## src/hw/med_map.svh

```systemverilog
// register offsets, reset values and timing counts of the motion event block
`ifndef MED_MAP_SVH
`define MED_MAP_SVH
`define MED_A_ID        6'h00
`define MED_A_TAP_LVL   6'h1d
`define MED_A_TRIM_X    6'h1e
`define MED_A_TRIM_Y    6'h1f
`define MED_A_TRIM_Z    6'h20
`define MED_A_TAP_WIDTH 6'h21
`define MED_A_TAP_GAP   6'h22
`define MED_A_TAP_SPAN  6'h23
`define MED_A_MOT_LVL   6'h24
`define MED_A_STILL_LVL 6'h25
`define MED_A_STILL_TIM 6'h26
`define MED_A_COUPLING  6'h27
`define MED_A_FALL_LVL  6'h28
`define MED_A_FALL_TIM  6'h29
`define MED_A_TAP_AXES  6'h2a
`define MED_A_ORIGIN    6'h2b
`define MED_A_SPEED     6'h2c
`define MED_SPEED_RST   5'h0a
`define MED_ID_VALUE    8'h5a
`define MED_B_LOWPWR    4
`define MED_B_INHIBIT   3
`define MED_B_ACT_AC    7
`define MED_B_INACT_AC  3
`define MED_CLK_NS      20
`define MED_TICK_NS     625000
`define MED_GAP_NS      1250000
`define MED_FALL_NS     5000000
`define MED_SEC_NS      1000000000
`define MED_TICK_CYCLES (`MED_TICK_NS / `MED_CLK_NS)
`define MED_GAP_TICKS   (`MED_GAP_NS / `MED_TICK_NS)
`define MED_FALL_TICKS  (`MED_FALL_NS / `MED_TICK_NS)
`define MED_SEC_TICKS   (`MED_SEC_NS / `MED_TICK_NS)
`endif

```

## src/hw/med_pkg.sv

```systemverilog
// types of the motion event block
package med_pkg;
  typedef enum logic [2:0] {
    TS_IDLE   = 3'h0,
    TS_FIRST  = 3'h1,
    TS_QUIET  = 3'h3,
    TS_WAIT2  = 3'h2,
    TS_SECOND = 3'h6,
    TS_LONG   = 3'h5
  } med_tap_t;

  typedef struct packed {
    logic [2:0]       sck_s;
    logic [2:0]       csn_s;
    logic [1:0]       mosi_s;
    logic [7:0]       sh;
    logic [2:0]       bitc;
    logic             cmd_done;
    logic             rd;
    logic             mb;
    logic [5:0]       addr;
    logic [7:0]       tx;
    logic             miso;
    logic [7:0]       tap_lvl;
    logic [7:0]       trim_x;
    logic [7:0]       trim_y;
    logic [7:0]       trim_z;
    logic [7:0]       width;
    logic [7:0]       gap;
    logic [7:0]       span;
    logic [7:0]       mot_lvl;
    logic [7:0]       still_lvl;
    logic [7:0]       still_time;
    logic [7:0]       coupling;
    logic [7:0]       fall_lvl;
    logic [7:0]       fall_time;
    logic [3:0]       tap_axes;
    logic [4:0]       speed;
    logic [5:0]       origin;
    logic [15:0]      tick_cnt;
    med_tap_t         tst;
    logic [15:0]      cnt;
    logic [2:0]       tap_hit;
    logic [2:0][15:0] aref;
    logic             aref_ok;
    logic [2:0][15:0] iref;
    logic             seen;
    logic             ibelow;
    logic [19:0]      icnt;
    logic             idone;
    logic             fbelow;
    logic [11:0]      fcnt;
    logic             fdone;
    logic             st_flag;
    logic             dt_flag;
    logic             act_flag;
    logic             inact_flag;
    logic             ff_flag;
  } med_state_t;
endpackage

```

## src/hw/med_motion_detect.sv

```systemverilog
// motion event detection with its serial-reached configuration registers
// Function
// - tap level unsigned, 62.5 mg per count
// - signed axis trims, 15.6 mg per count
// - tap no longer than width; zero disables
// - quiet gap before second tap window
// - second tap must begin within span
// - zero gap or span disables double tap
// - activity compares magnitude to motion level
// - inactivity compares magnitude to stillness level
// - stillness must last stillness time seconds
// - inactivity uses filtered samples, needs one
// - zero stillness time flags immediately
// - axis enables; none disables the function
// - dc coupling compares acceleration directly
// - ac activity compares against captured reference
// - ac inactivity refreshes reference when exceeded
// - free fall uses root-sum-square versus level
// - free fall needs below level for time
// - tap axes upper bits zero, inhibit, enables
// - origin bits overwritten by events, never cleared
// - status bit 3 shows auto sleep
// - speed register low-power bit, rate 0x0a
// - event flags held until source read
`include "med_map.svh"
module med_motion_detect #(
  parameter int unsigned TICK_CYCLES = `MED_TICK_CYCLES
) (
  input  wire logic        mclk,
  input  wire logic        reset_n,
  input  wire logic        ce,
  input  wire logic        sclk,
  input  wire logic        cs_n,
  input  wire logic        mosi,
  output logic             miso,
  output logic             miso_oe,
  input  wire logic [15:0] accel_x,
  input  wire logic [15:0] accel_y,
  input  wire logic [15:0] accel_z,
  input  wire logic        raw_valid,
  input  wire logic        out_valid,
  input  wire logic        auto_sleep,
  input  wire logic        src_read,
  output logic             single_tap,
  output logic             double_tap,
  output logic             activity,
  output logic             inactivity,
  output logic             free_fall,
  output logic             low_power,
  output logic [3:0]       rate_code
);
  import med_pkg::*;

  med_state_t s;
  med_state_t n;
  logic [2:0][15:0] acc;
  logic [2:0][15:0] adj;

  // magnitude of a signed sample
  function automatic logic [15:0] mag(input logic [15:0] v);
    return v[15] ? 16'(-v) : v;
  endfunction

  // threshold in sample units: 62.5 mg is 16 sample counts
  function automatic logic [15:0] lvl16(input logic [7:0] t);
    return {4'h0, t, 4'h0};
  endfunction

  function automatic logic [31:0] sq(input logic [15:0] v);
    return mag(v) * mag(v);
  endfunction

  function automatic logic [7:0] rd_reg(input med_state_t r, input logic [5:0] a,
                                        input logic sl);
    case (a)
      `MED_A_ID:        return `MED_ID_VALUE;
      `MED_A_TAP_LVL:   return r.tap_lvl;
      `MED_A_TRIM_X:    return r.trim_x;
      `MED_A_TRIM_Y:    return r.trim_y;
      `MED_A_TRIM_Z:    return r.trim_z;
      `MED_A_TAP_WIDTH: return r.width;
      `MED_A_TAP_GAP:   return r.gap;
      `MED_A_TAP_SPAN:  return r.span;
      `MED_A_MOT_LVL:   return r.mot_lvl;
      `MED_A_STILL_LVL: return r.still_lvl;
      `MED_A_STILL_TIM: return r.still_time;
      `MED_A_COUPLING:  return r.coupling;
      `MED_A_FALL_LVL:  return r.fall_lvl;
      `MED_A_FALL_TIM:  return r.fall_time;
      `MED_A_TAP_AXES:  return {4'h0, r.tap_axes};
      `MED_A_ORIGIN:    return {1'b0, r.origin[5:3], sl, r.origin[2:0]};
      `MED_A_SPEED:     return {3'h0, r.speed};
      default:          return 8'h00;
    endcase
  endfunction

  assign acc[0] = accel_x;
  assign acc[1] = accel_y;
  assign acc[2] = accel_z;
  // trim of 15.6 mg is four sample counts
  assign adj[0] = acc[0] + {{6{s.trim_x[7]}}, s.trim_x, 2'b00};
  assign adj[1] = acc[1] + {{6{s.trim_y[7]}}, s.trim_y, 2'b00};
  assign adj[2] = acc[2] + {{6{s.trim_z[7]}}, s.trim_z, 2'b00};

  logic       tick;
  logic       tap_en;
  logic       dbl_en;
  logic       above;
  logic [2:0] hit;
  logic [2:0] ahit;
  logic       act_en;
  logic       inact_en;
  logic       below_now;
  logic [33:0] rss2;
  logic [31:0] fthr2;
  logic [7:0]  wbyte;
  logic        sck_rise;
  logic        sck_fall;

  always_comb begin
    n = s;
    wbyte = 8'h00;
    // synchronisers: stage 0 only feeds stage 1
    n.sck_s = {s.sck_s[1:0], sclk};
    n.csn_s = {s.csn_s[1:0], cs_n};
    n.mosi_s = {s.mosi_s[0], mosi};
    sck_rise = s.sck_s[1] & ~s.sck_s[2];
    sck_fall = ~s.sck_s[1] & s.sck_s[2];
    if (s.csn_s[1]) begin
      n.bitc = 3'h0;
      n.cmd_done = 1'b0;
    end else if (sck_rise) begin
      n.sh = {s.sh[6:0], s.mosi_s[1]};
      n.bitc = 3'(s.bitc + 3'h1);
      if (s.bitc == 3'h7) begin
        if (!s.cmd_done) begin
          n.cmd_done = 1'b1;
          n.rd = n.sh[7];
          n.mb = n.sh[6];
          n.addr = n.sh[5:0];
          n.tx = rd_reg(s, n.sh[5:0], auto_sleep);
        end else begin
          if (!s.rd) begin
            wbyte = n.sh;
            case (s.addr)
              `MED_A_TAP_LVL:   n.tap_lvl = wbyte;
              `MED_A_TRIM_X:    n.trim_x = wbyte;
              `MED_A_TRIM_Y:    n.trim_y = wbyte;
              `MED_A_TRIM_Z:    n.trim_z = wbyte;
              `MED_A_TAP_WIDTH: n.width = wbyte;
              `MED_A_TAP_GAP:   n.gap = wbyte;
              `MED_A_TAP_SPAN:  n.span = wbyte;
              `MED_A_MOT_LVL:   n.mot_lvl = wbyte;
              `MED_A_STILL_LVL: n.still_lvl = wbyte;
              `MED_A_STILL_TIM: n.still_time = wbyte;
              `MED_A_COUPLING:  n.coupling = wbyte;
              `MED_A_FALL_LVL:  n.fall_lvl = wbyte;
              `MED_A_FALL_TIM:  n.fall_time = wbyte;
              `MED_A_TAP_AXES:  n.tap_axes = wbyte[3:0];
              `MED_A_SPEED:     n.speed = wbyte[4:0];
              default:          n.speed = s.speed;
            endcase
          end
          if (s.mb) begin
            n.addr = 6'(s.addr + 6'h1);
          end
          n.tx = rd_reg(s, n.addr, auto_sleep);
        end
      end
    end else if (sck_fall) begin
      n.miso = s.tx[7];
      n.tx = {s.tx[6:0], 1'b0};
    end

    // source read clears first, so a set later in this pass wins
    if (src_read) begin
      n.st_flag = 1'b0;
      n.dt_flag = 1'b0;
      n.act_flag = 1'b0;
      n.inact_flag = 1'b0;
      n.ff_flag = 1'b0;
    end

    // one timebase for every qualifier
    tick = (s.tick_cnt == 16'(TICK_CYCLES - 1));
    n.tick_cnt = tick ? 16'h0 : 16'(s.tick_cnt + 16'h1);

    // tap
    for (int i = 0; i < 3; i++) begin
      hit[i] = s.tap_axes[2 - i] && (mag(adj[i]) > lvl16(s.tap_lvl));
    end
    above = |hit;
    tap_en = (s.width != 8'h00) && (|s.tap_axes[2:0]);
    dbl_en = (s.gap != 8'h00) && (s.span != 8'h00);
    case (s.tst)
      TS_IDLE: begin
        if (tap_en && above) begin
          n.tst = TS_FIRST;
          n.cnt = 16'h0;
          n.tap_hit = hit;
        end
      end
      TS_FIRST: begin
        if (tick) begin
          n.cnt = 16'(s.cnt + 16'h1);
        end
        if (!tap_en) begin
          n.tst = TS_IDLE;
        end else if (n.cnt > {8'h00, s.width}) begin
          n.tst = TS_LONG;
        end else if (!above) begin
          n.st_flag = 1'b1;
          n.origin[2:0] = {s.tap_hit[0], s.tap_hit[1], s.tap_hit[2]};
          n.cnt = 16'h0;
          n.tst = dbl_en ? TS_QUIET : TS_IDLE;
        end
      end
      TS_QUIET: begin
        if (tick) begin
          n.cnt = 16'(s.cnt + 16'h1);
        end
        if (!dbl_en || !tap_en) begin
          n.tst = TS_IDLE;
        end else if (above && s.tap_axes[`MED_B_INHIBIT]) begin
          n.tst = TS_IDLE;
        end else if (n.cnt == 16'(s.gap * `MED_GAP_TICKS)) begin
          n.tst = TS_WAIT2;
          n.cnt = 16'h0;
        end
      end
      TS_WAIT2: begin
        if (tick) begin
          n.cnt = 16'(s.cnt + 16'h1);
        end
        if (!dbl_en || !tap_en) begin
          n.tst = TS_IDLE;
        end else if (above) begin
          n.tst = TS_SECOND;
          n.cnt = 16'h0;
        end else if (n.cnt == 16'(s.span * `MED_GAP_TICKS)) begin
          n.tst = TS_IDLE;
        end
      end
      TS_SECOND: begin
        if (tick) begin
          n.cnt = 16'(s.cnt + 16'h1);
        end
        if (!dbl_en || !tap_en) begin
          n.tst = TS_IDLE;
        end else if (n.cnt > {8'h00, s.width}) begin
          n.tst = TS_LONG;
        end else if (!above) begin
          n.dt_flag = 1'b1;
          n.tst = TS_IDLE;
        end
      end
      // too long for a tap: rearm only once the level drops
      TS_LONG: begin
        if (!tap_en || !above) begin
          n.tst = TS_IDLE;
        end
      end
      default: n.tst = TS_IDLE;
    endcase

    // activity on raw samples
    act_en = |s.coupling[6:4];
    for (int i = 0; i < 3; i++) begin
      ahit[i] = s.coupling[6 - i] && (mag(16'(adj[i] -
                (s.coupling[`MED_B_ACT_AC] ? s.aref[i] : 16'h0)))
                > lvl16(s.mot_lvl));
    end
    if (!act_en) begin
      n.aref_ok = 1'b0;
    end else if (raw_valid) begin
      if (s.coupling[`MED_B_ACT_AC] && !s.aref_ok) begin
        n.aref = adj;
        n.aref_ok = 1'b1;
      end else if (|ahit) begin
        n.act_flag = 1'b1;
        n.origin[5:3] = {ahit[0], ahit[1], ahit[2]};
        n.aref_ok = 1'b0;
      end
    end

    // inactivity on filtered samples
    inact_en = |s.coupling[2:0];
    below_now = 1'b1;
    for (int i = 0; i < 3; i++) begin
      if (s.coupling[2 - i] && (mag(16'(adj[i] -
          (s.coupling[`MED_B_INACT_AC] ? s.iref[i] : 16'h0)))
          >= lvl16(s.still_lvl))) begin
        below_now = 1'b0;
      end
    end
    if (!inact_en) begin
      n.seen = 1'b0;
      n.ibelow = 1'b0;
      n.icnt = 20'h0;
      n.idone = 1'b0;
    end else if (out_valid) begin
      n.seen = 1'b1;
      n.ibelow = below_now;
      if (!below_now) begin
        n.icnt = 20'h0;
        n.idone = 1'b0;
        if (s.coupling[`MED_B_INACT_AC]) begin
          n.iref = adj;
        end
      end else if (s.still_time == 8'h00 && !s.idone) begin
        n.inact_flag = 1'b1;
        n.idone = 1'b1;
      end
    end
    // ticks on sample cycles count too, or the time would stretch
    if (tick && s.seen && s.ibelow && n.ibelow && !s.idone && s.still_time != 8'h00) begin
      n.icnt = 20'(n.icnt + 20'h1);
      if (n.icnt >= 20'(s.still_time * `MED_SEC_TICKS)) begin
        n.inact_flag = 1'b1;
        n.idone = 1'b1;
      end
    end

    // free fall: squares avoid a root
    rss2 = {2'b00, sq(adj[0])} + {2'b00, sq(adj[1])} + {2'b00, sq(adj[2])};
    fthr2 = sq(lvl16(s.fall_lvl));
    if (raw_valid) begin
      n.fbelow = rss2 < {2'b00, fthr2};
      if (!n.fbelow) begin
        n.fcnt = 12'h0;
        n.fdone = 1'b0;
      end
    end
    if (tick && s.fbelow && n.fbelow && !s.fdone) begin
      n.fcnt = 12'(s.fcnt + 12'h1);
      if (n.fcnt >= 12'(s.fall_time * `MED_FALL_TICKS)) begin
        n.ff_flag = 1'b1;
        n.fdone = 1'b1;
      end
    end
  end

  always_ff @(posedge mclk) begin
    if (!reset_n) begin
      s <= '0;
      s.sck_s <= 3'h7;
      s.csn_s <= 3'h7;
      s.speed <= `MED_SPEED_RST;
      s.tst <= TS_IDLE;
    end else if (ce) begin
      s <= n;
    end
  end

  assign miso = s.miso;
  assign miso_oe = ~s.csn_s[1];
  assign single_tap = s.st_flag;
  assign double_tap = s.dt_flag;
  assign activity = s.act_flag;
  assign inactivity = s.inact_flag;
  assign free_fall = s.ff_flag;
  assign low_power = s.speed[`MED_B_LOWPWR];
  assign rate_code = s.speed[3:0];
endmodule

```

## config.mk

```make
export PLATFORM = sky130hd
export DESIGN_NAME = med_motion_detect
export DESIGN_NICKNAME = d
export VERILOG_FILES = /design/src/hw/med_pkg.sv /design/src/hw/med_motion_detect.sv
export VERILOG_INCLUDE_DIRS = /design/src /design/src/hw
export SDC_FILE = /design/constraint.sdc
export NUM_CORES = 2
export LEC_CHECK = 0
export BUFFER_PORTS_ARGS = -buffer_cell sky130_fd_sc_hd__buf_2
export CORE_ASPECT_RATIO = 1.5
export CORE_MARGIN = 5
export CORE_UTILIZATION = 45
export CTS_CLUSTER_SIZE = 14
export DETAILED_ROUTE_END_ITERATION = 16
export GPL_ROUTABILITY_DRIVEN = 0
export GPL_TIMING_DRIVEN = 0
export SLEW_MARGIN = 0
export SYNTH_ARGS = -nofsm -noshare
export SYNTH_HDL_FRONTEND = slang
export SYNTH_SLANG_ARGS = --single-unit
```

## constraint.sdc

```tcl
create_clock -name mclk -period 15.3 [get_ports mclk]
set_clock_uncertainty 0.05 [all_clocks]
set_input_delay 0.765 -clock mclk [delete_from_list [all_inputs] [get_ports mclk]]
set_output_delay 0.765 -clock mclk [all_outputs]
set_load 0.01 [all_outputs]
```

# Yosys cells after proc, flatten, opt, wreduce, memory -nomap -nowiden
# Cells that the tools add are included.
[word_totals]
ff_bits = 331
elab_cells = 353
in_bits = 58
output_inout_bits = 12
[op_classes]
bitwise_logic = 12
n_lt_le_gt_ge = 14
n_mul = 5
mux = 97
n_eq_ne = 67
reduce_logical = 81
n_addsub = 26
[ops]
columns = ["op", "n"]
rows = [
  ["$mux 16", 27],
  ["$pmux 8 s17", 2],
  ["$eq 6x6->1 const B", 38],
  ["$neg 16->16", 9],
  ["$reduce_and 7->1", 16],
  ["$gt 16x12->1", 6],
  ["$mul 16x16->32", 3],
  ["$sub 16x16->16", 6],
  ["$pmux 16 s5", 1],
  ["$eq 6x5->1 const B", 9],
  ["$add 16x16->16", 3],
  ["$ge 16x12->1", 3],
  ["$mux 23", 2],
  ["$mux 19", 2],
  ["$add 33x32->34", 1],
  ["$lt 34x24->1", 1],
  ["$add 32x32->33", 1],
  ["$mux 3", 11],
  ["$add 16x1->16 const B", 2],
  ["$eq 16x9->1", 2],
  ["$gt 16x8->1", 2],
  ["$reduce_bool 8->1", 4],
  ["$mux 1", 31],
  ["$mux 6", 5],
  ["other kinds (44)", 115],
]

# Longest topological paths before layout
[depth]
word_depth = 16
ltp_mapped = 52
depth_no_buf = 52

# Worst setup path after synthesis
# OpenSTA, ideal clock, no wires.
[synth_timing]
path_type = "input -> register"
start = "input port accel_x[8]"
end = "register s[8] (netlist bit)"
stages = 47
setup_time_ps = 74
n_path_buf = 0
arrival_ps = 12431
slack_ps = 2745
path_cell_list = "ha_1 -> a2111oi_0 -> o21ba_2 -> nand2b_1 -> xor2_1 -> o211ai_1 -> nor4_1 -> a21oi_1 -> xnor2_1 -> clkinv_1 -> nand2_1 -> inv_1 -> fa_1 -> inv_1 -> fa_1 -> fa_1 -> fa_1 -> fa_1 -> [11 not listed] -> nor2b_1 -> a211oi_1 -> a21boi_0 -> o21a_1 -> nor2_1 -> xnor2_1 -> ha_1 -> a21oi_1 -> o21ai_0 -> a21oi_1 -> o21ai_0 -> a221oi_1 -> o21ai_0 -> nor4_1 -> a21boi_0 -> nand3b_1 -> o22a_1 -> o21ai_0"
[synth_via]
elab_chain_cells = 12
elab_cells_between_ends = 14
[synth_lines]
columns = ["element", "line_no", "rtl"]
rows = [
  ["start, declared", "med_motion_detect.sv:37", "input wire logic [15:0] accel_x,"],
  ["$add 16x16->16 *", "med_motion_detect.sv:101", "assign adj[0] = acc[0] + {{6{s.trim_x[7]}}, s.trim_x, 2'b00};"],
  ["$neg 16->16", "med_motion_detect.sv:61", "return v[15] ? 16'(-v) : v;"],
  ["$mux 16 *", "med_motion_detect.sv:61", ""],
  ["$mul 16x16->32 *", "med_motion_detect.sv:70", "return mag(v) * mag(v);"],
  ["$add 32x32->33 *", "med_motion_detect.sv:325", "rss2 = {2'b00, sq(adj[0])} + {2'b00, sq(adj[1])} + {2'b00, sq(adj[2])};"],
  ["$add 33x32->34 *", "med_motion_detect.sv:325", ""],
  ["$lt 34x24->1 *", "med_motion_detect.sv:328", "n.fbelow = rss2 < {2'b00, fthr2};"],
  ["$mux 14", "med_motion_detect.sv:327", "if (raw_valid) begin"],
  ["$logic_and 1x1->1 (2 in series)", "med_motion_detect.sv:334", "if (tick && s.fbelow && n.fbelow && !s.fdone) begin"],
  ["$ne 2x1->1 (no source line) / $reduce_bool 2->1 (equally long branches)", "n/a", ""],
  ["$reduce_and 3->1 (no source line)", "n/a", ""],
  ["end signal, assigned", "med_motion_detect.sv:351", "s <= n;"],
  ["end, declared", "med_motion_detect.sv:54", "med_state_t s;"],
]
# Every way passes the cells marked *; elsewhere a longest branch is shown, timed or not. The select of a mux whose other input is x is not followed.
# A chain may end at the register's enable or synchronous reset.

# Final worst setup path
[layout_timing]
start = "register s[278] (netlist bit)"
end = "register s[8] (netlist bit)"
[layout_via]
elab_chain_cells = 12
elab_cells_between_ends = 14
[layout_lines]
columns = ["element", "line_no", "rtl"]
rows = [
  ["$add 16x16->16 *", "med_motion_detect.sv:102", "assign adj[1] = acc[1] + {{6{s.trim_y[7]}}, s.trim_y, 2'b00};"],
  ["$neg 16->16", "med_motion_detect.sv:61", ""],
  ["$mux 16 *", "med_motion_detect.sv:61", ""],
  ["$mul 16x16->32 *", "med_motion_detect.sv:70", ""],
  ["$add 32x32->33 *", "med_motion_detect.sv:325", ""],
  ["$add 33x32->34 *", "med_motion_detect.sv:325", ""],
  ["$lt 34x24->1 *", "med_motion_detect.sv:328", ""],
  ["$mux 14", "med_motion_detect.sv:327", ""],
  ["$logic_and 1x1->1 (2 in series)", "med_motion_detect.sv:334", ""],
  ["$ne 2x1->1 (no source line) / $reduce_bool 2->1 (equally long branches)", "n/a", ""],
  ["$reduce_and 3->1 (no source line)", "n/a", ""],
]
# Marks and branches as above.

==> flow_summary.toml <==
[status]
status = "finished with violations"
violations = "capacitance limit, slew limit"

[timing]
maxSlewViolCount = 10
fin_crit_sh = 0.960
setup_tns_ns = 0
rsz0062_at_grt = "no"
tightest_slew_ns = 1.51
setup_viol = 0
max-slew-margin-rel = -0.0124
fmax_ghz = 0.0681
hold_viol_final = 0
period_needed_ns = 14.69

[yosys]
synth-edff-count = 0
synth_area_per_cell_um2 = 8.24
synth_seq_cells = 331
synthTopCellsByArea = "fa_1, ha_1, dfxtp_1, inv_1, nor2_1"
yosysWarnings = 0
synth_top_area_frac = 0.247
ys_seq_area_frac = 0.126
ys_async_sr_fraction = 0
synth_top_area_cell = "fa_1"
synthCells = 6409
synth.distinct_cells = 101
synth.cell_area_um2 = 52800
synth_ff_type = "dfxtp_1"

[drt]
final_antenna_net_count = 0
vias = 47321
wl_per_cell_um = 23.9
initialDrtViolationCount = 3412
finalWirelength_mm = 195
avgViaCountPerCell = 5.79
drc_errors = 0
drt_first_pass_iters = 8

[die]
initial_core_util = 0.451
rows = 154
core_area_um2 = 117000
die_y_um = 430
die_area_um2 = 124000
die_w_um = 290
io_pins = 70

[worst_setup_path]
crit_fanout = 10
path_common_cell = "fa_1"
criticalPathCategory = "reg -> reg"
endpoint_kind = "flop"
path_buf_inv = 9
start_kind = "flop"
path_delay_family = "adder cells"
cp-startpoint = "s[278]"
max_stage_delay_ns = 0.62
arrival_ns = 15.14
r2r-start = "s[278]"
required_ns = 15.75
cpMaxStageDelayCell = "clkbuf_1"

[global_route]
grt.met3_usage = 0.0482
grt_first_pass_wirelength_mm = 292
grt_max_degree = 15
grt_use_total = 0.310
grt_busiest_layer = "met2"
grt_pass1_vias = 48593
antenna_found_initial = 12
grt_use_met1 = 0.332
grtUsageMet2 = 0.529
overflow = 0

[clocking]
path_clk_slew_ns = 0.07
htreeDepth = 2
cts_root_buf = "clkbuf_16"
clkSinkCount = 331
hold_buffers = 0
worstSkewPairLatency_ns = 0.59
clock_path_buffers = 3
cts_tree = "done"
cts_buffers = 35

[min_path]
hold_path_class = "in -> reg"
min_from = "cs_n"

[layout]
final_common_cell = "inv_1"
finalCoreUtilization = 0.491
area_growth_pct = 8.68
layout.nets = 7868
fin_area_um2 = 57400
layout-drive-gt1-share = 0.0517
layout_common_cells = "inv_1, fa_1, nor2_1, nand2_1, ha_1"

[placement]
placed_area_um2 = 55500
dp_hpwl_mm = 162
io_buffers = 68

[run]
maxCapViolations = 2
final cells by class:
class,count,area [µm²]
diodes,4,10.0
clock inverters,12,204
clock buffers,49,998
multi-input cells,4808,42000
well taps,1560,1950
flip-flops and latches,331,6630
fillers,11548,59600
plain buffers,221,892
inverters,1084,4090
repair buffers,97,649
synthesized netlist by cell type, types with 47 or more instances:
library cell  number
mux2i_1          133
nor2b_1           57
nor2_1           610
nor3_1            97
ha_1             581
xnor2_1          188
fa_1             651
nand2b_1          54
nand3_1          164
a21oi_1          323
dfxtp_1          331
a211oi_1          48
o21a_1            65
nand4_1           47
o21ai_0          243
a22oi_1           57
nand2_1          587
a21o_1            65
xor2_1           122
clkbuf_1         189
inv_1           1064
metal layers:
layer  wire length (µm)  up-vias  part of all wire
met2              93300     1892              0.48
met1              67600    23052              0.35
met3              12300      801             0.063
li1                   -    21568                 -
met5                 54        -           0.00028
met4              22300        8              0.11
sequential cells by signal, summed over array words and instances (netlist names):
signal,cells
s,315
single_tap,1
double_tap,1
low_power,1
n,5
miso,1
free_fall,1
rate_code,4
inactivity,1
activity,1
per-stage QoR:
| step | cells | setup WS, ns | hold slack (ns) |
|---|---|---|---|
| 2_1_floorplan | 6445 | 2.74 | 0.379 |
| 3_3_place_gp | 8073 | -3.25 | 0.390 |
| 3_5_place_dp | 8085 | -2.85 | 0.395 |
| 4_1_cts | 8153 | 0.0213 | 0.350 |
| 5_1_grt | 8162 | 0.0743 | 0.375 |
| 6_report | 8166 | 0.606 | 0.358 |
what timing repair did:
item                                    4_1_cts  5_1_grt
endpoints found under the setup margin       15       15
resized for setup                            70       46
hold endpoints to repair                      0        0
buffers inserted                              8        9
pin swaps                                     4        3
cell families (layout without fill, tap and decap cells):
logic type / Yosys count / in the layout / synth area share
AO/OA/AOI/OAI: 1203 / 1203 / 0.151
XOR/XNOR: 315 / 315 / 0.0536
adder cells (fa/ha/maj): 1238 / 1238 / 0.386
buffers and inverters: 1306 / 1463 / 0.0935
flip-flops: 331 / 331 / 0.126
multiplexers: 148 / 148 / 0.0284
other: 2 / 42 / 0.000142
AND/OR/NAND/NOR: 1866 / 1866 / 0.162
final timing paths:
| path | end | slack, ns | depth (start not counted) |
|---|---|---|---|
| max | s[8] | 0.61 | 49 |
| max reg2reg | s[8] | 0.61 | 49 |
| min | n[328] | 0.36 | 3 |
| min reg2reg | s[132] | 0.41 | 2 |
tightest hold or removal path, delay by kind of cell:
family / cells / cell delay (ns)
buffers and inverters: 1 / 0.08
multiplexers: 1 / 0.06
AND/OR/NAND/NOR: 1 / 0.06
Power is left out: the tool's default activity adds up to more than one toggle a clock period on the data nets, which glitch-free logic cannot reach.
